File: src/inc/i2c_evt_pkg.sv
// Shared constants for the I2C event status flag block
package i2c_evt_pkg;

    // ****************************************
    // Register map
    // ****************************************
    localparam int unsigned ADDR_W      = 8;
    localparam int unsigned DATA_W      = 32;
    localparam logic [7:0]  OFF_FLAGS   = 8'h08;
    localparam logic [7:0]  OFF_ENABLE  = 8'h0c;
    localparam logic [7:0]  OFF_THRESH  = 8'h10;

    // ****************************************
    // Flag field positions
    // ****************************************
    localparam int unsigned FLAG_W      = 9;
    localparam int unsigned BIT_DONE    = 0;
    localparam int unsigned BIT_IRXM    = 1;
    localparam int unsigned BIT_GCALL   = 2;
    localparam int unsigned BIT_AMATCH  = 3;
    localparam int unsigned BIT_RXTH    = 4;
    localparam int unsigned BIT_TXTH    = 5;
    localparam int unsigned BIT_STOP    = 6;
    localparam int unsigned BIT_ADRACK  = 7;
    localparam int unsigned BIT_ARBLOST = 8;

    // Bits held until written with a one; the rest follow FIFO levels
    localparam logic [8:0]  STICKY_MASK = 9'h1cf;

    // ****************************************
    // Reset values
    // ****************************************
    localparam logic [8:0]  FLAGS_RST   = 9'h030;
    localparam logic [8:0]  ENABLE_RST  = 9'h000;

    // ****************************************
    // Threshold register layout
    // ****************************************
    localparam int unsigned CNT_W       = 4;
    localparam int unsigned TXTH_LSB    = 0;
    localparam int unsigned RXTH_LSB    = 8;
    localparam logic [3:0]  TXTH_RST    = 4'h0;
    localparam logic [3:0]  RXTH_RST    = 4'h0;

endpackage

File: src/hw/w1c_flag_cell.sv
// One sticky event flag, set by hardware and cleared by a software write of one
`timescale 1ns/1ns
module w1c_flag_cell #(
    parameter logic RST_VAL = 1'b0
) (
    input  wire logic clk_sys,
    input  wire logic reset,
    input  wire logic set_evt,
    input  wire logic clr_req,
    output logic      flag_r
);

    // Set has priority so an event in the clearing cycle is kept
    always_ff @(posedge clk_sys or posedge reset) begin
        if (reset) begin
            flag_r <= RST_VAL;
        end else if (set_evt) begin
            flag_r <= 1'b1;
        end else if (clr_req) begin
            flag_r <= 1'b0;
        end
    end

endmodule

File: src/hw/i2c_event_flags.sv
// I2C event status flags, enables and interrupt request for the low nine events
//
// Operation
// RULE_01 - Arbitration loss as master sets bit 8
// RULE_02 - Address acknowledged as master sets bit 7
// RULE_03 - STOP seen as slave sets bit 6
// RULE_04 - Bit 5 high when TX count within threshold
// RULE_05 - Bit 5 low when TX count exceeds threshold
// RULE_06 - Bit 4 high when RX count reaches threshold
// RULE_07 - Bit 4 low when RX count below threshold
// RULE_08 - Reset: threshold flags one, others zero
// RULE_09 - Own address match as slave sets bit 3
// RULE_10 - General call match as slave sets bit 2
// RULE_11 - Interactive receive event sets bit 1
// RULE_12 - Transfer complete after acknowledge sets bit 0
// RULE_13 - Writing one clears, writing zero keeps
// RULE_14 - Each flag has same-position enable bit
// RULE_15 - Interrupt high while enabled flag set
//
// The strobed register port was left to the implementer.
`timescale 1ns/1ns
module i2c_event_flags #(
    parameter int unsigned CNT_W = i2c_evt_pkg::CNT_W
) (
    input  wire logic                             clk_sys,
    input  wire logic                             reset,
    input  wire logic [i2c_evt_pkg::ADDR_W-1:0]   reg_addr,
    input  wire logic [i2c_evt_pkg::DATA_W-1:0]   reg_wdata,
    input  wire logic                             reg_wr,
    input  wire logic                             reg_rd,
    output logic      [i2c_evt_pkg::DATA_W-1:0]   reg_rdata,
    input  wire logic                             master_mode,
    input  wire logic                             arb_lost_evt,
    input  wire logic                             addr_ack_evt,
    input  wire logic                             stop_evt,
    input  wire logic                             addr_match_evt,
    input  wire logic                             gen_call_evt,
    input  wire logic                             irx_evt,
    input  wire logic                             done_evt,
    input  wire logic [CNT_W-1:0]                 tx_count,
    input  wire logic [CNT_W-1:0]                 rx_count,
    output logic                                  irq
);
    import i2c_evt_pkg::*;

    // ****************************************
    // Declarations
    // ****************************************
    wire  [FLAG_W-1:0]  flags;
    logic [FLAG_W-1:0]  evt_vec;
    logic [FLAG_W-1:0]  clr_vec;
    logic [FLAG_W-1:0]  enable_r;
    logic [CNT_W-1:0]   tx_thresh_r;
    logic [CNT_W-1:0]   rx_thresh_r;
    logic               txth_r;
    logic               rxth_r;
    logic [DATA_W-1:0]  rdata_r;
    logic               wr_flags;
    logic               wr_enable;
    logic               wr_thresh;
    logic               after_rst_r;

    // ****************************************
    // Register decode
    // ****************************************
    assign wr_flags  = reg_wr && (reg_addr == OFF_FLAGS);
    assign wr_enable = reg_wr && (reg_addr == OFF_ENABLE);
    assign wr_thresh = reg_wr && (reg_addr == OFF_THRESH);

    // ****************************************
    // Event qualification by role
    // ****************************************
    always_comb begin
        evt_vec              = '0;
        evt_vec[BIT_ARBLOST] = arb_lost_evt && master_mode;    // RULE_01
        evt_vec[BIT_ADRACK]  = addr_ack_evt && master_mode;    // RULE_02
        evt_vec[BIT_STOP]    = stop_evt && !master_mode;       // RULE_03
        evt_vec[BIT_AMATCH]  = addr_match_evt && !master_mode; // RULE_09
        evt_vec[BIT_GCALL]   = gen_call_evt && !master_mode;   // RULE_10
        evt_vec[BIT_IRXM]    = irx_evt;                        // RULE_11
        evt_vec[BIT_DONE]    = done_evt;                       // RULE_12
    end

    // Only ones written to sticky positions clear anything
    always_comb begin
        clr_vec = '0;
        if (wr_flags) begin
            clr_vec = reg_wdata[FLAG_W-1:0] & STICKY_MASK; // RULE_13
        end
    end

    // ****************************************
    // Flag storage
    // ****************************************
    for (genvar i = 0; i < FLAG_W; i++) begin : g_flag
        if (STICKY_MASK[i]) begin : g_sticky
            w1c_flag_cell #(
                .RST_VAL (FLAGS_RST[i])
            ) u_cell (
                .clk_sys (clk_sys),
                .reset   (reset),
                .set_evt (evt_vec[i]),
                .clr_req (clr_vec[i]),
                .flag_r  (flags[i])
            );
        end else begin : g_level
            assign flags[i] = (i == BIT_TXTH) ? txth_r : rxth_r;
        end
    end

    // ****************************************
    // FIFO threshold levels
    // ****************************************
    always_ff @(posedge clk_sys or posedge reset) begin
        if (reset) begin
            txth_r <= FLAGS_RST[BIT_TXTH]; // RULE_08
            rxth_r <= FLAGS_RST[BIT_RXTH]; // RULE_08
        end else begin
            txth_r <= (tx_count <= tx_thresh_r); // RULE_04 RULE_05
            rxth_r <= (rx_count >= rx_thresh_r); // RULE_06 RULE_07
        end
    end

    always_ff @(posedge clk_sys or posedge reset) begin
        if (reset) begin
            tx_thresh_r <= CNT_W'(TXTH_RST);
            rx_thresh_r <= CNT_W'(RXTH_RST);
        end else if (wr_thresh) begin
            tx_thresh_r <= reg_wdata[TXTH_LSB +: CNT_W];
            rx_thresh_r <= reg_wdata[RXTH_LSB +: CNT_W];
        end
    end

    // ****************************************
    // Enable register
    // ****************************************
    always_ff @(posedge clk_sys or posedge reset) begin
        if (reset) begin
            enable_r <= ENABLE_RST;
        end else if (wr_enable) begin
            enable_r <= reg_wdata[FLAG_W-1:0]; // RULE_14
        end
    end

    // ****************************************
    // Interrupt request
    // ****************************************
    assign irq = |(flags & enable_r); // RULE_14 RULE_15

    // ****************************************
    // Read port
    // ****************************************
    always_ff @(posedge clk_sys or posedge reset) begin
        if (reset) begin
            rdata_r <= '0;
        end else if (reg_rd) begin
            case (reg_addr)
                OFF_FLAGS: begin
                    rdata_r <= {{(DATA_W-FLAG_W){1'b0}}, flags};
                end
                OFF_ENABLE: begin
                    rdata_r <= {{(DATA_W-FLAG_W){1'b0}}, enable_r};
                end
                OFF_THRESH: begin
                    rdata_r <= '0;
                    rdata_r[TXTH_LSB +: CNT_W] <= tx_thresh_r;
                    rdata_r[RXTH_LSB +: CNT_W] <= rx_thresh_r;
                end
                default: begin
                    rdata_r <= '0;
                end
            endcase
        end else begin
            rdata_r <= '0;
        end
    end

    assign reg_rdata = rdata_r;

    // ****************************************
    // Checks
    // ****************************************
    // Marks the first clock edge after reset release
    always_ff @(posedge clk_sys or posedge reset) begin
        if (reset) begin
            after_rst_r <= 1'b1;
        end else begin
            after_rst_r <= 1'b0;
        end
    end

    property p_arb_set;
        @(posedge clk_sys) disable iff (reset)
        (arb_lost_evt && master_mode) |=> flags[BIT_ARBLOST];
    endproperty
    a_arb_set: assert property (p_arb_set) else $error("arbitration flag not set"); // RULE_01

    property p_arb_clear;
        @(posedge clk_sys) disable iff (reset)
        (wr_flags && reg_wdata[BIT_ARBLOST] && !(arb_lost_evt && master_mode))
            |=> !flags[BIT_ARBLOST];
    endproperty
    a_arb_clear: assert property (p_arb_clear) else $error("arbitration flag not cleared"); // RULE_01

    property p_adrack_set;
        @(posedge clk_sys) disable iff (reset)
        (addr_ack_evt && master_mode) |=> flags[BIT_ADRACK] [*1];
    endproperty
    a_adrack_set: assert property (p_adrack_set) else $error("address ack flag not set"); // RULE_02

    property p_stop_set;
        @(posedge clk_sys) disable iff (reset)
        (stop_evt && !master_mode) |=> flags[BIT_STOP];
    endproperty
    a_stop_set: assert property (p_stop_set) else $error("stop flag not set"); // RULE_03

    property p_txth_high;
        @(posedge clk_sys) disable iff (reset)
        (tx_count <= tx_thresh_r) |=> flags[BIT_TXTH];
    endproperty
    a_txth_high: assert property (p_txth_high) else $error("tx threshold flag low"); // RULE_04

    property p_txth_low;
        @(posedge clk_sys) disable iff (reset)
        (tx_count > tx_thresh_r) |=> !flags[BIT_TXTH];
    endproperty
    a_txth_low: assert property (p_txth_low) else $error("tx threshold flag high"); // RULE_05

    property p_rxth_high;
        @(posedge clk_sys) disable iff (reset)
        (rx_count >= rx_thresh_r) |=> flags[BIT_RXTH];
    endproperty
    a_rxth_high: assert property (p_rxth_high) else $error("rx threshold flag low"); // RULE_06

    property p_rxth_low;
        @(posedge clk_sys) disable iff (reset)
        (rx_count < rx_thresh_r) |=> !flags[BIT_RXTH];
    endproperty
    a_rxth_low: assert property (p_rxth_low) else $error("rx threshold flag high"); // RULE_07

    property p_reset_vals;
        @(posedge clk_sys) disable iff (reset)
        after_rst_r |-> (flags == FLAGS_RST) && (enable_r == ENABLE_RST) && !irq;
    endproperty
    a_reset_vals: assert property (p_reset_vals) else $error("wrong flag values after reset"); // RULE_08

    property p_amatch_set;
        @(posedge clk_sys) disable iff (reset)
        (addr_match_evt && !master_mode) |=> flags[BIT_AMATCH];
    endproperty
    a_amatch_set: assert property (p_amatch_set) else $error("address match flag not set"); // RULE_09

    property p_gcall_set;
        @(posedge clk_sys) disable iff (reset)
        (gen_call_evt && !master_mode) |=> flags[BIT_GCALL];
    endproperty
    a_gcall_set: assert property (p_gcall_set) else $error("general call flag not set"); // RULE_10

    property p_irx_keep;
        @(posedge clk_sys) disable iff (reset)
        (flags[BIT_IRXM] && wr_flags && !reg_wdata[BIT_IRXM]) |=> flags[BIT_IRXM];
    endproperty
    a_irx_keep: assert property (p_irx_keep) else $error("interactive flag lost on zero write"); // RULE_11

    property p_done_set;
        @(posedge clk_sys) disable iff (reset)
        done_evt ##1 (wr_flags && reg_wdata[BIT_DONE] && !done_evt) |-> flags[BIT_DONE] ##1 !flags[BIT_DONE];
    endproperty
    a_done_set: assert property (p_done_set) else $error("done flag set or clear wrong"); // RULE_12

    property p_sticky_hold;
        @(posedge clk_sys) disable iff (reset)
        (!wr_flags && ((evt_vec & STICKY_MASK) == '0))
            |=> ((flags & STICKY_MASK) == ($past(flags) & STICKY_MASK));
    endproperty
    a_sticky_hold: assert property (p_sticky_hold) else $error("sticky flag changed untouched"); // RULE_13

    property p_irq_low;
        @(posedge clk_sys) disable iff (reset)
        (wr_enable && reg_wdata[FLAG_W-1:0] == '0) |=> !irq;
    endproperty
    a_irq_low: assert property (p_irq_low) else $error("interrupt without enabled flag"); // RULE_14

    property p_irq_follow;
        @(posedge clk_sys) disable iff (reset)
        (wr_enable && (reg_wdata[FLAG_W-1:0] & flags & STICKY_MASK) != '0 && !wr_flags) |=> irq;
    endproperty
    a_irq_follow: assert property (p_irq_follow) else $error("interrupt missing for enabled flag"); // RULE_15

    property p_read_flags;
        @(posedge clk_sys) disable iff (reset)
        (reg_rd && reg_addr == OFF_FLAGS) |=> (reg_rdata[FLAG_W-1:0] == $past(flags))
            ##1 ($past(reg_rd) || reg_rdata == '0);
    endproperty
    a_read_flags: assert property (p_read_flags) else $error("flag read data wrong"); // RULE_13

    property p_arb_role;
        @(posedge clk_sys) disable iff (reset)
        (!master_mode && !flags[BIT_ARBLOST]) |=> !flags[BIT_ARBLOST];
    endproperty
    a_arb_role: assert property (p_arb_role) else $error("arbitration flag set in slave role"); // RULE_01

    property p_adrack_role;
        @(posedge clk_sys) disable iff (reset)
        (!master_mode && !flags[BIT_ADRACK]) |=> !flags[BIT_ADRACK];
    endproperty
    a_adrack_role: assert property (p_adrack_role) else $error("address ack flag set in slave role"); // RULE_02

    property p_stop_role;
        @(posedge clk_sys) disable iff (reset)
        (master_mode && !flags[BIT_STOP]) |=> !flags[BIT_STOP];
    endproperty
    a_stop_role: assert property (p_stop_role) else $error("stop flag set in master role"); // RULE_03

    property p_amatch_role;
        @(posedge clk_sys) disable iff (reset)
        (master_mode && !flags[BIT_AMATCH]) |=> !flags[BIT_AMATCH];
    endproperty
    a_amatch_role: assert property (p_amatch_role) else $error("address match flag set in master role"); // RULE_09

    property p_gcall_role;
        @(posedge clk_sys) disable iff (reset)
        (master_mode && !flags[BIT_GCALL]) |=> !flags[BIT_GCALL];
    endproperty
    a_gcall_role: assert property (p_gcall_role) else $error("general call flag set in master role"); // RULE_10

    property p_irx_set;
        @(posedge clk_sys) disable iff (reset)
        irx_evt |=> flags[BIT_IRXM];
    endproperty
    a_irx_set: assert property (p_irx_set) else $error("interactive flag not set"); // RULE_11

    property p_done_any;
        @(posedge clk_sys) disable iff (reset)
        done_evt |=> flags[BIT_DONE];
    endproperty
    a_done_any: assert property (p_done_any) else $error("done flag not set"); // RULE_12

    property p_set_wins;
        @(posedge clk_sys) disable iff (reset)
        ((evt_vec & clr_vec) != '0) |=> ((flags & $past(evt_vec)) == $past(evt_vec));
    endproperty
    a_set_wins: assert property (p_set_wins) else $error("clear beat event in same cycle"); // RULE_13

    property p_enable_wr;
        @(posedge clk_sys) disable iff (reset)
        wr_enable |=> (enable_r == $past(reg_wdata[FLAG_W-1:0]));
    endproperty
    a_enable_wr: assert property (p_enable_wr) else $error("enable register write lost"); // RULE_14

endmodule

File: config.mk
export PLATFORM = sky130hd
export DESIGN_NAME = i2c_event_flags
export DESIGN_NICKNAME = d
export VERILOG_FILES = /design/src/inc/i2c_evt_pkg.sv /design/src/hw/w1c_flag_cell.sv /design/src/hw/i2c_event_flags.sv
export SDC_FILE = /design/constraint.sdc
export NUM_CORES = 1
export LEC_CHECK = 0
export ABC_AREA = 0
export BUFFER_PORTS_ARGS = -buffer_cell sky130_fd_sc_hd__buf_2
export CAP_MARGIN = 20
export CORE_MARGIN = 4
export CORE_UTILIZATION = 46
export DETAILED_ROUTE_END_ITERATION = 8
export HOLD_SLACK_MARGIN = 0.02
export PLACE_DENSITY = 0.8
export SYNTH_ARGS = -nofsm -noshare
export SYNTH_HDL_FRONTEND = slang
export SYNTH_SLANG_ARGS = --single-unit
File: constraint.sdc
create_clock -name clk_sys -period 1.4 [get_ports clk_sys]
set_input_delay 0.28 -clock clk_sys [delete_from_list [all_inputs] [get_ports clk_sys]]
set_output_delay 0.28 -clock clk_sys [all_outputs]
set_load 0.05 [all_outputs]
# Yosys cells after proc, flatten, opt, wreduce, memory -nomap -nowiden
# Cells that the tools add are included.
[totals]
ff_bits = 58
latch_bits = 0
mem_bits_rw = 0
romBits = 0
word_cells = 53
mem_count = 0
[op_classes]
add_sub_neg = 0
mul = 0
div = 0
order_cmp = 2
n_eq_ne = 3
shift = 0
muxes = 17
bitwise = 1
reduce_logical = 17
[op_table]
columns = ["cell", "count"]
rows = [
  ["$pmux 12 s3", 1],
  ["$mux 32", 1],
  ["$eq 8x4->1 const B", 2],
  ["$mux 1", 14],
  ["$reduce_bool 2->1", 7],
  ["$and 9x9->9", 1],
  ["$mux 9", 1],
  ["$reduce_or 9->1", 1],
  ["$eq 8x5->1 const B", 1],
  ["$logic_and 1x1->1", 8],
  ["$ge 4x4->1", 1],
  ["$le 4x4->1", 1],
  ["$logic_not 1->1", 1],
]

# Logic depth before layout (Yosys ltp)
# Gate-level depths: netlist of the first run.
[logic_depth]
word_depth = 5
ltp_mapped = 6
depth_no_buf = 6

# Cells and area by module
# Synthesis of the first run repeated with hierarchy kept, for this count alone.
[hier_totals]
hier_cells = 188
hier_area_um2 = 2025.7
[modules_own_cells]
columns = ["mod", "n_inst", "cells_per_inst", "area_per_inst_um2", "seq_area_each_um2"]
rows = [
  ["i2c_event_flags", 1, 160, 1745.4, 778.2],
  ["w1c_flag_cell", 7, 4, 40.0, 25.0],
]

# Least setup slack after synthesis of the first run
# OpenSTA, ideal clock, no wires.
[synth_timing]
path_kind = "input to register"
start = "input reg_addr[5] (netlist name)"
end = "register enable_r[0]"
t_arrival_ns = 1.677
t_required_ns = 1.275
path_slack_ns = -0.402
cell_stages = 3
cell_sequence = "or4_4 -> nor4_4 -> mux2_2"
[synth_between]
elab_chain_len = 2
[synth_lines]
columns = ["element", "line_no", "rtl"]
rows = [
  ["from (decl)", "i2c_event_flags.sv:27", "input wire logic [i2c_evt_pkg::ADDR_W-1:0] reg_addr,"],
  ["$eq 8x4->1", "i2c_event_flags.sv:67", "assign wr_enable = reg_wr && (reg_addr == OFF_ENABLE);"],
  ["$logic_and 1x1->1", "i2c_event_flags.sv:67", ""],
  ["to (signal assigned)", "i2c_event_flags.sv:141", "enable_r <= reg_wdata[FLAG_W-1:0];"],
  ["to (decl)", "i2c_event_flags.sv:52", "logic [FLAG_W-1:0] enable_r;"],
]
# No other way between the ends.
# A chain may end at the register's enable or synchronous reset.

# Worst setup path in the final report of the first run
[layout_timing]
start = "register g_flag[7].g_sticky.u_cell.flag_r"
end = "output irq"
[layout_between]
elab_chain_len = 2
[layout_lines]
columns = ["element", "line_no", "rtl"]
rows = [
  ["from (decl)", "w1c_flag_cell.sv:10", "output logic flag_r"],
  ["from (signal assigned)", "w1c_flag_cell.sv:16", "flag_r <= RST_VAL;"],
  ["from (signal assigned)", "w1c_flag_cell.sv:18", "flag_r <= 1'b1;"],
  ["from (signal assigned)", "w1c_flag_cell.sv:20", "flag_r <= 1'b0;"],
  ["$and 9x9->9", "i2c_event_flags.sv:148", "assign irq = |(flags & enable_r);"],
  ["$reduce_or 9->1", "i2c_event_flags.sv:148", ""],
  ["to (decl)", "i2c_event_flags.sv:42", "output logic irq"],
]
# No other way between the ends.

==> results of run 1 <==
[power groups by stage]
stage | logic, mW | registers (mW) | clock network, mW
after CTS | 0.451 | 1.15 | 0.793
final | 0.463 | 1.15 | 0.775
after global routing | 0.502 | 1.16 | 0.834
after floorplan | 0.325 | 1.17 | 0
after global placement | 0.406 | 1.17 | 0
after detailed placement | 0.412 | 1.17 | 0
[cells by family (layout without fill, tap and decap cells)]
group | after synthesis | after routing | share of synthesized area, %
AND/OR/NAND/NOR | 40 | 41 | 11.44
multiplexers | 26 | 26 | 14.63
buffers and inverters | 35 | 92 | 10.86
adder cells (fa/ha/maj) | 8 | 8 | 5.202
flip-flops | 38 | 38 | 49.54
AO/OA/AOI/OAI | 23 | 23 | 8.127
other | 1 | 20 | 0.1949
[cells in the mapped netlist]
library cell	number	area share [%]
sky130_fd_sc_hd__a21boi_0	1	0.39
sky130_fd_sc_hd__a21o_1	2	0.78
sky130_fd_sc_hd__a21oi_1	8	2.1
sky130_fd_sc_hd__a221oi_1	1	0.46
sky130_fd_sc_hd__a222oi_1	1	0.52
sky130_fd_sc_hd__a22o_1	6	2.7
sky130_fd_sc_hd__a22oi_1	1	0.39
sky130_fd_sc_hd__and2_1	1	0.33
sky130_fd_sc_hd__and3_1	4	1.3
sky130_fd_sc_hd__buf_1	1	0.19
sky130_fd_sc_hd__buf_2	2	0.52
sky130_fd_sc_hd__buf_4	20	7.8
sky130_fd_sc_hd__conb_1	1	0.19
sky130_fd_sc_hd__dfrtp_1	36	47
sky130_fd_sc_hd__dfstp_2	2	2.7
sky130_fd_sc_hd__ha_1	8	5.2
sky130_fd_sc_hd__inv_1	12	2.3
sky130_fd_sc_hd__mux2_2	17	9.9
sky130_fd_sc_hd__mux2i_1	9	4.7
sky130_fd_sc_hd__nand2_1	11	2.1
sky130_fd_sc_hd__nand2b_1	2	0.65
sky130_fd_sc_hd__nand3_1	1	0.26
sky130_fd_sc_hd__nor2_1	13	2.5
sky130_fd_sc_hd__nor3_1	4	1.0
sky130_fd_sc_hd__nor3b_1	1	0.39
sky130_fd_sc_hd__nor4_4	2	2.2
sky130_fd_sc_hd__o21ai_0	3	0.78
sky130_fd_sc_hd__or4_4	1	0.59
[critical path: stages (launching register included)]
cell	delay (ns)
sky130_fd_sc_hd__dfrtp_1	0.39
sky130_fd_sc_hd__a22o_1	0.25
sky130_fd_sc_hd__a221oi_2	0.24
sky130_fd_sc_hd__nand3_2	0.10
sky130_fd_sc_hd__buf_6	0.17
[routing by layer]
layer	routed length [um]	vias up	GRT usage (%)
met5	0	-	0
met3	303	4	5.647
met2	2397	46	29.56
li1	-	698	-
met4	38	0	4.918
met1	1862	719	22.29
[registers in the layout, indices dropped and copies added (netlist names)]
| name | count |
|---|---|
| tx_thresh_r | 4 |
| enable_r | 9 |
| g_flag.g_sticky.u_cell.flag_r | 7 |
| reg_rdata | 12 |
| rxth_r | 1 |
| rx_thresh_r | 4 |
| txth_r | 1 |
[layout make-up]
type                       count  area (sq um)  area share, %
timing repair buffer          72         478.0          18.26
sequential                    38         953.4          36.42
inverter                      12         45.04          1.721
clock buffer                   7         86.33          3.298
multi-input combinational    118         987.2          37.72
tap                           50         62.56          2.390
clock inverter                 1         5.005         0.1912
[layout by cell type (no fill, tap or decap), types with 2 or more instances in the layout]
master / n
sky130_fd_sc_hd__nor4_4: 2
sky130_fd_sc_hd__nand2b_1: 2
sky130_fd_sc_hd__buf_6: 8
sky130_fd_sc_hd__buf_2: 49
sky130_fd_sc_hd__buf_4: 13
sky130_fd_sc_hd__nor2_1: 12
sky130_fd_sc_hd__dfrtp_1: 36
sky130_fd_sc_hd__a22o_1: 6
sky130_fd_sc_hd__conb_1: 20
sky130_fd_sc_hd__nand2_1: 4
sky130_fd_sc_hd__a21oi_1: 8
sky130_fd_sc_hd__inv_1: 12
sky130_fd_sc_hd__dfstp_2: 2
sky130_fd_sc_hd__a21o_1: 2
sky130_fd_sc_hd__mux2_4: 17
sky130_fd_sc_hd__mux2i_1: 9
sky130_fd_sc_hd__o21ai_0: 3
sky130_fd_sc_hd__ha_1: 8
sky130_fd_sc_hd__clkbuf_8: 6
sky130_fd_sc_hd__nand2_2: 6
sky130_fd_sc_hd__nor3_2: 2
sky130_fd_sc_hd__and3_1: 3
[final timing paths]
kind	to	slack (ns)
max in group asynchronous	rxth_r$_DFF_PP1_	1.11
worst max-delay path	irq	-0.32
worst min register to register	g_flag[1].g_sticky.u_cell.flag_r$_DFFE_PP0P_	0.52
min in group clk_sys	g_flag[1].g_sticky.u_cell.flag_r$_DFFE_PP0P_	0.17
worst min-delay path	reg_rdata[10]$_DFF_PP0_	0.04
worst max register to register	rxth_r$_DFF_PP1_	0.19
[repair_timing]
item,in CTS,in global routing
hold buffers,0,0
gates resized for setup,28,16
buffers inserted,2,3
endpoints found under the setup margin,25,37
pin swaps,4,8
gates cloned,1,1
[metrics by stage]
stage | TNS (ns) | cell area, sq um
detailed placement | -12.83 | 2333
floorplan | -7.906 | 2012
global placement | -12.45 | 2333
global route | -5.470 | 2618
finish | -4.931 | 2618
CTS | -4.146 | 2560
==> out/summary.txt, run 1 <==
Remaining antenna violation count: 0
Final period demand of the worst path: 1.719 ns
Placed cells: 286
Setup crit start kind: flop
Final HPWL from detailed placement: 3154 um
Level count of the clock H-tree: 2
Drt via density: 4.923
Int Power: 1.695 mW
Ratio of final minimum period to clock period: 122.8%
Clock network latency to the later pin of the worst-skew pair: 0.29 ns
Effective utilization at floorplan: 47.76%
Violated checks: setup timing
Clock Path Buffers: 2
1st-pass router iterations: 4
Post-synthesis register bit count: 38
Layout Area Growth over Synthesis: 36.02%
Pin count of the biggest net entering global routing: 39
Number of instances in the synthesized netlist: 171
TritonCTS clock tree: yes
Area of the core: 4029 sq um
Detailed router's first-iteration violation count: 92
Power density over the cells: 913.6 nW/um^2
Fraction of power consumed by combinational cells: 19.4%
Detailed-route via count: 1,467
Layout cell share with drive strength beyond 1: 47.18%
Total congestion overflow: 0
Row count: 23
Fillers: 317
Mapped cell area: 1924 sq um
Endpoint class of the critical path: output port
Post-synthesis area per instance: 11.25 sq um
Post-placement worst setup slack: -0.4883 ns
Result of the run: finished, violations left
Die X-Extent: 72.68 um
Number of buffer cells added on primary ports: 52
Classification of the worst-slack hold path: in2async
Start-to-end type of the worst setup path: reg2out
Switching Share: 29.14%
Floorplan die area: 5282 sq um
Number of top-level pins: 93
Hold violation count in the final report: 0
Sequential power share: 48.2%
Number of max-cap violations: 0
Post-Route WL: 4600 um
Maximum clock frequency: 0.5816 GHz
Number of setup violations in the final report: 25
P_sw: 0.6969 mW
Clock network fraction of total power: 32.4%
Standby leakage power: 1.361 nW
Peak ir drop on the vdd network: 0.3709 mV
Routability cong.: 0.8030
YS warnings: 0
Clock root buffer master: sky130_fd_sc_hd__clkbuf_8
Required time of the worst setup path: 1.12 ns
Library cells used by synthesis: 28
Launching instance or port of the critical path: g_flag[7].g_sticky.u_cell.flag_r$_DFFE_PP0P_
Post-synthesis sequential area ratio: 49.54%
RSZ-0062 raised after global routing: yes
Global-route wire length before repair: 7093 um
Average detailed-routed wire length per instance: 15.44 um
Reg2reg path depth: 5
Clock skew after layout: 0.001890 ns
Die Ht: 72.68 um
Largest fanout of any net on the critical path: 2
Signal arrival time at the worst endpoint: 1.44 ns
Register clock-pin slew on the reported worst setup and hold paths: 0.07 ns
Power, Total: 2.391 mW
Utilization of the core after routing: 64.97%
Post-route DRC violation count: 0
Number of nets in the finished design: 315
Final count of pins violating max slew: 0
Beginning of the worst register-to-register path: rx_thresh_r[0]$_DFFE_PP0P_
Post-route setup slack: -0.3194 ns
Worst-case hold slack: 0.03816 ns
Via count of the first global-routing pass: 1,488
Post-route insts no fill: 298
Inserted Diodes: 0
Cts bufs inserted: 5
Number of sinks on the clock net: 38
Antenna violations before repair: 0
All-Layer GR Usage: 17.79%
Note: power is estimated with default switching activity, not from simulation.
==> run 2, diff against run 1 <==
Clock period 1.4 ns to 1.95 ns, I/O delays scaled along.
==> run 2 against run 1 <==
- the flow now finishes without violations
- clock-buffer cell count down 1
- routed wire length down 14%
- sequential share of layout area up 4.5 points
- clock power down 28%
- via count down 5.7%
- largest cell class is now flip-flops and latches
- die area unchanged
- largest power group unchanged
- flip-flop and latch count unchanged
- combinational power down 38%
- utilization down 7.1 points
- hold slack better by 0.15 ns
==> out/summary.txt, run 2 (same netlist as run 1, synthesis figures left out) <==
Result of the run: finished clean
Via count of the first global-routing pass: 1,345 (-9.6%)
Post-Route WL: 3933 um (-14%)
Antenna violations before repair: 0 (unchanged)
Number of sinks on the clock net: 38 (unchanged)
Flip-flop count of the largest register after layout: 12 (unchanged)
Endpoint class of the critical path: output port
Standby leakage power: 1.239 nW (-9.0%)
Final count of pins violating max slew: 0 (unchanged)
Most common cell after layout, fill and taps aside: sky130_fd_sc_hd__buf_2
Placed cells: 278 (-2.8%)
Layout cell share with drive strength beyond 1: 38.98% (-8.2 points)
Clock skew after layout: 0.007429 ns (+0.005539 ns)
TritonCTS clock tree: yes
Post-route insts no fill: 286 (-4.0%)
Number of top-level pins: 93 (unchanged)
Total congestion overflow: 0 (unchanged)
Number of max-cap violations: 0 (unchanged)
Maximum clock frequency: 0.5333 GHz
Die Ht: 72.68 um (unchanged)
Power density over the cells: 718.6 nW/um^2 (-21%)
Average detailed-routed wire length per instance: 13.75 um (-11%)
Drt via density: 4.836 (-1.8%)
Level count of the clock H-tree: 2 (unchanged)
Hold violation count in the final report: 0 (unchanged)
Post-route setup slack: 0.07494 ns (+0.3943 ns)
Post-placement worst setup slack: -0.05531 ns (+0.4330 ns)
Peak ir drop on the vdd network: 0.3549 mV (-4.3%)
Clock Path Buffers: 2 (unchanged)
Setup tns final: 0 ns (+4.931 ns)
Post-route DRC violation count: 0 (unchanged)
Remaining antenna violation count: 0 (unchanged)
Largest fanout of any net on the critical path: 3 (+1)
Setup crit start kind: flop
Classification of the worst-slack hold path: in2async
Final period demand of the worst path: 1.875 ns
Number of setup violations in the final report: 0 (-100%)
Layout Area Growth over Synthesis: 21.07%
Signal arrival time at the worst endpoint: 1.49 ns (+0.05 ns)
Floorplan die area: 5282 sq um (unchanged)
Pin count of the biggest net entering global routing: 39 (unchanged)
Required time of the worst setup path: 1.56 ns (+0.44 ns)
Clock root buffer master: sky130_fd_sc_hd__clkbuf_8
Number of nets in the finished design: 303 (-3.8%)
Power, Total: 1.674 mW (-30%)
Start-to-end type of the worst setup path: reg2out
1st-pass router iterations: 4 (unchanged)
Ratio of final minimum period to clock period: 96.16%
Detailed router's first-iteration violation count: 59 (-36%)
Global-route wire length before repair: 6196 um (-13%)
Fillers: 351 (+11%)
Final HPWL from detailed placement: 3039 um (-3.6%)
Number of buffer cells added on primary ports: 52 (unchanged)
Register clock-pin slew on the reported worst setup and hold paths: 0.08 ns (about the same)
Number of post-CTS setup repair buffers: 0 (-2)
Row count: 23 (unchanged)
Cts bufs inserted: 5 (unchanged)
RSZ-0062 raised after global routing: no
Detailed-route via count: 1,383 (-5.7%)
Die X-Extent: 72.68 um (unchanged)
Area of the core: 4029 sq um (unchanged)
Inserted Diodes: 0 (unchanged)
Most frequent cells in the layout: sky130_fd_sc_hd__buf_2 (51), sky130_fd_sc_hd__dfrtp_1 (36), sky130_fd_sc_hd__conb_1 (20), sky130_fd_sc_hd__mux2_2 (17), sky130_fd_sc_hd__nor2_1 (13)
Effective utilization at floorplan: 47.76% (unchanged)
Clock network latency to the later pin of the worst-skew pair: 0.29 ns (about the same)
Utilization of the core after routing: 57.83% (-7.1 points)
All-Layer GR Usage: 15.69% (-2.1 points)
Routability cong.: 0.7690 (-4.2%)
[run 2: path summary, 6_finish.rpt]
check                                                        startpoint                                      endpoint  slack, ns  depth (start not counted)
max                        g_flag[7].g_sticky.u_cell.flag_r$_DFFE_PP0P_                                           irq       0.07                          4
min                                                               reset                        reg_rdata[7]$_DFF_PP0_       0.19                          3
max reg2reg                                  rx_thresh_r[0]$_DFFE_PP0P_                              rxth_r$_DFF_PP1_       0.75                          5
min reg2reg                g_flag[1].g_sticky.u_cell.flag_r$_DFFE_PP0P_  g_flag[1].g_sticky.u_cell.flag_r$_DFFE_PP0P_       0.52                          1
max in group asynchronous                                         reset                              rxth_r$_DFF_PP1_       1.40                          3
min in group clk_sys                                            irx_evt  g_flag[1].g_sticky.u_cell.flag_r$_DFFE_PP0P_       0.28                          2
[run 2: final cells by class]
cell class                      instances  area, sq um  share of cell area (%)
Clock buffer                            6        82.58                   3.545
Sequential cell                        38        953.4                   40.92
Clock inverter                          2        12.51                  0.5371
Timing Repair Buffer                   61        334.1                   14.34
Inverter                               12        45.04                   1.933
Tap cell                               50        62.56                   2.685
Multi-Input combinational cell        117        839.6                   36.04
[run 2: what timing repair did]
item | CTS | global route
hold buffers | 0 | 0
gates resized for setup | 2 | 1
endpoints found under the setup margin | 1 | 1
gates cloned | 0 | 0
[run 2: power breakdown]
group | internal [mW] | leakage (nW) | switching (mW) | total, mW
sequential | 0.811 | 0.484 | 0.0167 | 0.828
clock | 0.284 | 0.0472 | 0.277 | 0.561
combinational | 0.0933 | 0.707 | 0.192 | 0.285
total | 1.19 | 1.24 | 0.486 | 1.67
[run 2: per-stage QoR]
stage	hold slack, ns	instance area, sq um
CTS	0.2051	2326
finish	0.1856	2330
global placement	0.4947	2222
floorplan	0.4716	1996
global route	0.2633	2330
detailed placement	0.5022	2222
[run 2: worst max-delay path: stages, from the launching register on]
cell and delay, ns:
sky130_fd_sc_hd__dfrtp_1 0.41, sky130_fd_sc_hd__a22o_1 0.26, sky130_fd_sc_hd__a221oi_2 0.20, sky130_fd_sc_hd__nand3_1 0.14
sky130_fd_sc_hd__buf_6 0.18
[run 2: per-layer routing]
metal  vias to the layer above  track usage (%)  share of wire (%)
met5                         -                0                  0
met4                         0            7.377                1.7
met3                         7            6.336                9.3
met2                        46            25.25                 48
met1                       656            18.23                 41
li1                        674                -                  -
==> run 3, diff against run 2 <==
Settings changed: CORE_UTILIZATION 46 to 40, PLACE_DENSITY 0.8 to 0.71.
==> run 3 against run 2 <==
- sequential share of layout area down 0.71 points
- setup slack better by 0.0094 ns
- register-to-register slack better by 0.05 ns
- critical endpoint unchanged
- die area up 13%
- highest routed layer unchanged
- flip-flop and latch count unchanged
- first-iteration DRC count up 20%
- hold slack better by 0.0072 ns
- global-route usage down 1.7 points
- clock-buffer cell count up 1
- critical path type unchanged
- fmax up 0.51%
- cell count up 0.35%
- routed wire length down 0.36%
==> out/summary.txt, run 3 (same netlist as run 1, synthesis figures left out) <==
Final period demand of the worst path: 1.866 ns (-0.009436 ns)
Clock network latency to the later pin of the worst-skew pair: 0.30 ns (about the same)
Post-route insts no fill: 287 (+0.35%)
Number of buffers inserted by hold repair at cts: 0 (unchanged)
Largest fanout of any net on the critical path: 3 (unchanged)
Inserted Diodes: 0 (unchanged)
Setup crit start kind: flop
Hold violation count in the final report: 0 (unchanged)
Die Ht: 77.36 um (+6.4%)
Result of the run: finished clean
Buffer and inverter count on the worst path: 1 (unchanged)
Standby leakage power: 1.250 nW (+0.90%)
Wire length on met2: 1851 um (-2.5%)
Clock Path Buffers: 2 (unchanged)
Slowest stage cell on the critical path: sky130_fd_sc_hd__dfrtp_1
Utilization of the core after routing: 52.64% (-5.2 points)
Placed cells: 279 (+0.36%)
Drt via density: 4.798 (-0.78%)
Number of sinks on the clock net: 38 (unchanged)
Average detailed-routed wire length per instance: 13.66 um (-0.70%)
Peak ir drop on the vdd network: 0.3426 mV (-3.5%)
Level count of the clock H-tree: 2 (unchanged)
Via count of the first global-routing pass: 1,385 (+3.0%)
Slowest stage delay, CP: 0.40 ns (about the same)
Cts bufs inserted: 5 (unchanged)
Number of top-level pins: 93 (unchanged)
Area of the core: 4504 sq um (+12%)
Floorplan die area: 5985 sq um (+13%)
Layout Area Growth over Synthesis: 23.21%
Classification of the worst-slack hold path: in2async
Post-route DRC violation count: 0 (unchanged)
Topmost layer with routed signal wires: met4
Effective utilization at floorplan: 42.72% (-5.0 points)
Setup tns final: 0 ns (unchanged)
Most common cell after layout, fill and taps aside: sky130_fd_sc_hd__buf_2
Number of post-CTS setup repair buffers: 0 (unchanged)
Most frequent cells in the layout: sky130_fd_sc_hd__buf_2 (51), sky130_fd_sc_hd__dfrtp_1 (36), sky130_fd_sc_hd__conb_1 (20), sky130_fd_sc_hd__mux2_2 (17), sky130_fd_sc_hd__nor2_1 (13)
TritonCTS clock tree: yes
Routability cong.: 0.7427 (-3.4%)
Maximum clock frequency: 0.5360 GHz (+0.51%)
Endpoint class of the critical path: output port
Register clock-pin slew on the reported worst setup and hold paths: 0.07 ns (about the same)
Number of buffer cells added on primary ports: 52 (unchanged)
Flip-flop count of the largest register after layout: 12 (unchanged)
Start-to-end type of the worst setup path: reg2out
Layout cell share with drive strength beyond 1: 38.30% (-0.69 points)
Row count: 24 (+4.3%)
Power density over the cells: 757.7 nW/um^2 (+5.4%)
All-Layer GR Usage: 14.03% (-1.7 points)
Number of max-cap violations: 0 (unchanged)
Signal arrival time at the worst endpoint: 1.48 ns (about the same)
Pin count of the biggest net entering global routing: 39 (unchanged)
Ratio of final minimum period to clock period: 95.67% (-0.48 points)
Die X-Extent: 77.36 um (+6.4%)
Global-route wire length before repair: 6506 um (+5.0%)
Clock root buffer master: sky130_fd_sc_hd__clkbuf_8
Remaining antenna violation count: 0 (unchanged)
1st-pass router iterations: 4 (unchanged)
Sum of routed wire segments on met1: 1737 um (+8.6%)
Cell-by-cell trace of the critical path: a22o_1 -> a221oi_2 -> nand3_1 -> buf_6
Detailed-route via count: 1,377 (-0.43%)
Detailed router's first-iteration violation count: 71 (+20%)
Total congestion overflow: 0 (unchanged)
Number of setup violations in the final report: 0 (unchanged)
Clock skew after layout: 0.009897 ns (+0.002468 ns)
Routed met3 length: 266 um (-27%)
Worst-case hold slack: 0.1928 ns (+0.007198 ns)
Required time of the worst setup path: 1.56 ns (about the same)
Final HPWL from detailed placement: 3040 um (about the same)
Number of nets in the finished design: 302 (-0.33%)
Antenna violations before repair: 0 (unchanged)
Post-Route WL: 3919 um (-0.36%)
Final count of pins violating max slew: 0 (unchanged)
Delay-heaviest family, CP: compound AO/OA/AOI/OAI gates
## run 3: through the flow
stage / cell area [sq um] / power (mW) / worst slack [ns]
after floorplan: 1996 / 1.068 / 0.03779
after global placement: 2242 / 1.116 / -0.05590
after detailed placement: 2242 / 1.121 / -0.05899
after CTS: 2365 / 1.810 / 0.03044
after global routing: 2371 / 1.882 / -0.008506
final: 2371 / 1.797 / 0.08438
## run 3: worst paths after layout
kind	end	cells past startpoint	from	slack (ns)
max	irq	4	g_flag[7].g_sticky.u_cell.flag_r$_DFFE_PP0P_	0.08
min	reg_rdata[0]$_DFF_PP0_	3	reset	0.19
max reg2reg	rxth_r$_DFF_PP1_	5	rx_thresh_r[0]$_DFFE_PP0P_	0.80
min reg2reg	g_flag[1].g_sticky.u_cell.flag_r$_DFFE_PP0P_	1	g_flag[1].g_sticky.u_cell.flag_r$_DFFE_PP0P_	0.51
max in group asynchronous	rxth_r$_DFF_PP1_	3	reset	1.40
min in group clk_sys	g_flag[0].g_sticky.u_cell.flag_r$_DFFE_PP0P_	2	done_evt	0.28
## run 3: where the power goes
| part | switching, mW | total [mW] | internal, mW |
|---|---|---|---|
| registers | 0.0162 | 0.828 | 0.812 |
| logic | 0.193 | 0.286 | 0.0933 |
| clock network | 0.266 | 0.682 | 0.417 |
## run 3: final cells by class
type | count | area [sq um]
Clock inverter | 1 | 30.03
Timing Repair Buffer | 60 | 351.6
Clock buffer | 7 | 86.33
Sequential cell | 38 | 953.4
Inverter | 12 | 45.04
Tap cell | 52 | 65.06
Multi-Input combinational cell | 117 | 839.6
Fill cell | 419 | 2133
## run 3: per-layer routing
metal  track usage (%)  vias up
li1                  -      674
met1             17.79      651
met2             22.11       46
met3             3.588        6
met4             7.473        0
met5                 0        -
## run 3: what timing repair did
action	4_1_cts	5_1_grt
resized for setup	1	3
endpoints found under the setup margin	1	1
endpoints found under the hold margin	0	0
pin swaps	0	1
## run 3: worst reg2reg max path, cell delays in order, from the launching register on
cell and delay (ns):
sky130_fd_sc_hd__dfrtp_1 0.40, sky130_fd_sc_hd__ha_1 0.28, sky130_fd_sc_hd__inv_1 0.03, sky130_fd_sc_hd__a21boi_0 0.15
sky130_fd_sc_hd__o21ai_0 0.10, sky130_fd_sc_hd__a21oi_1 0.14
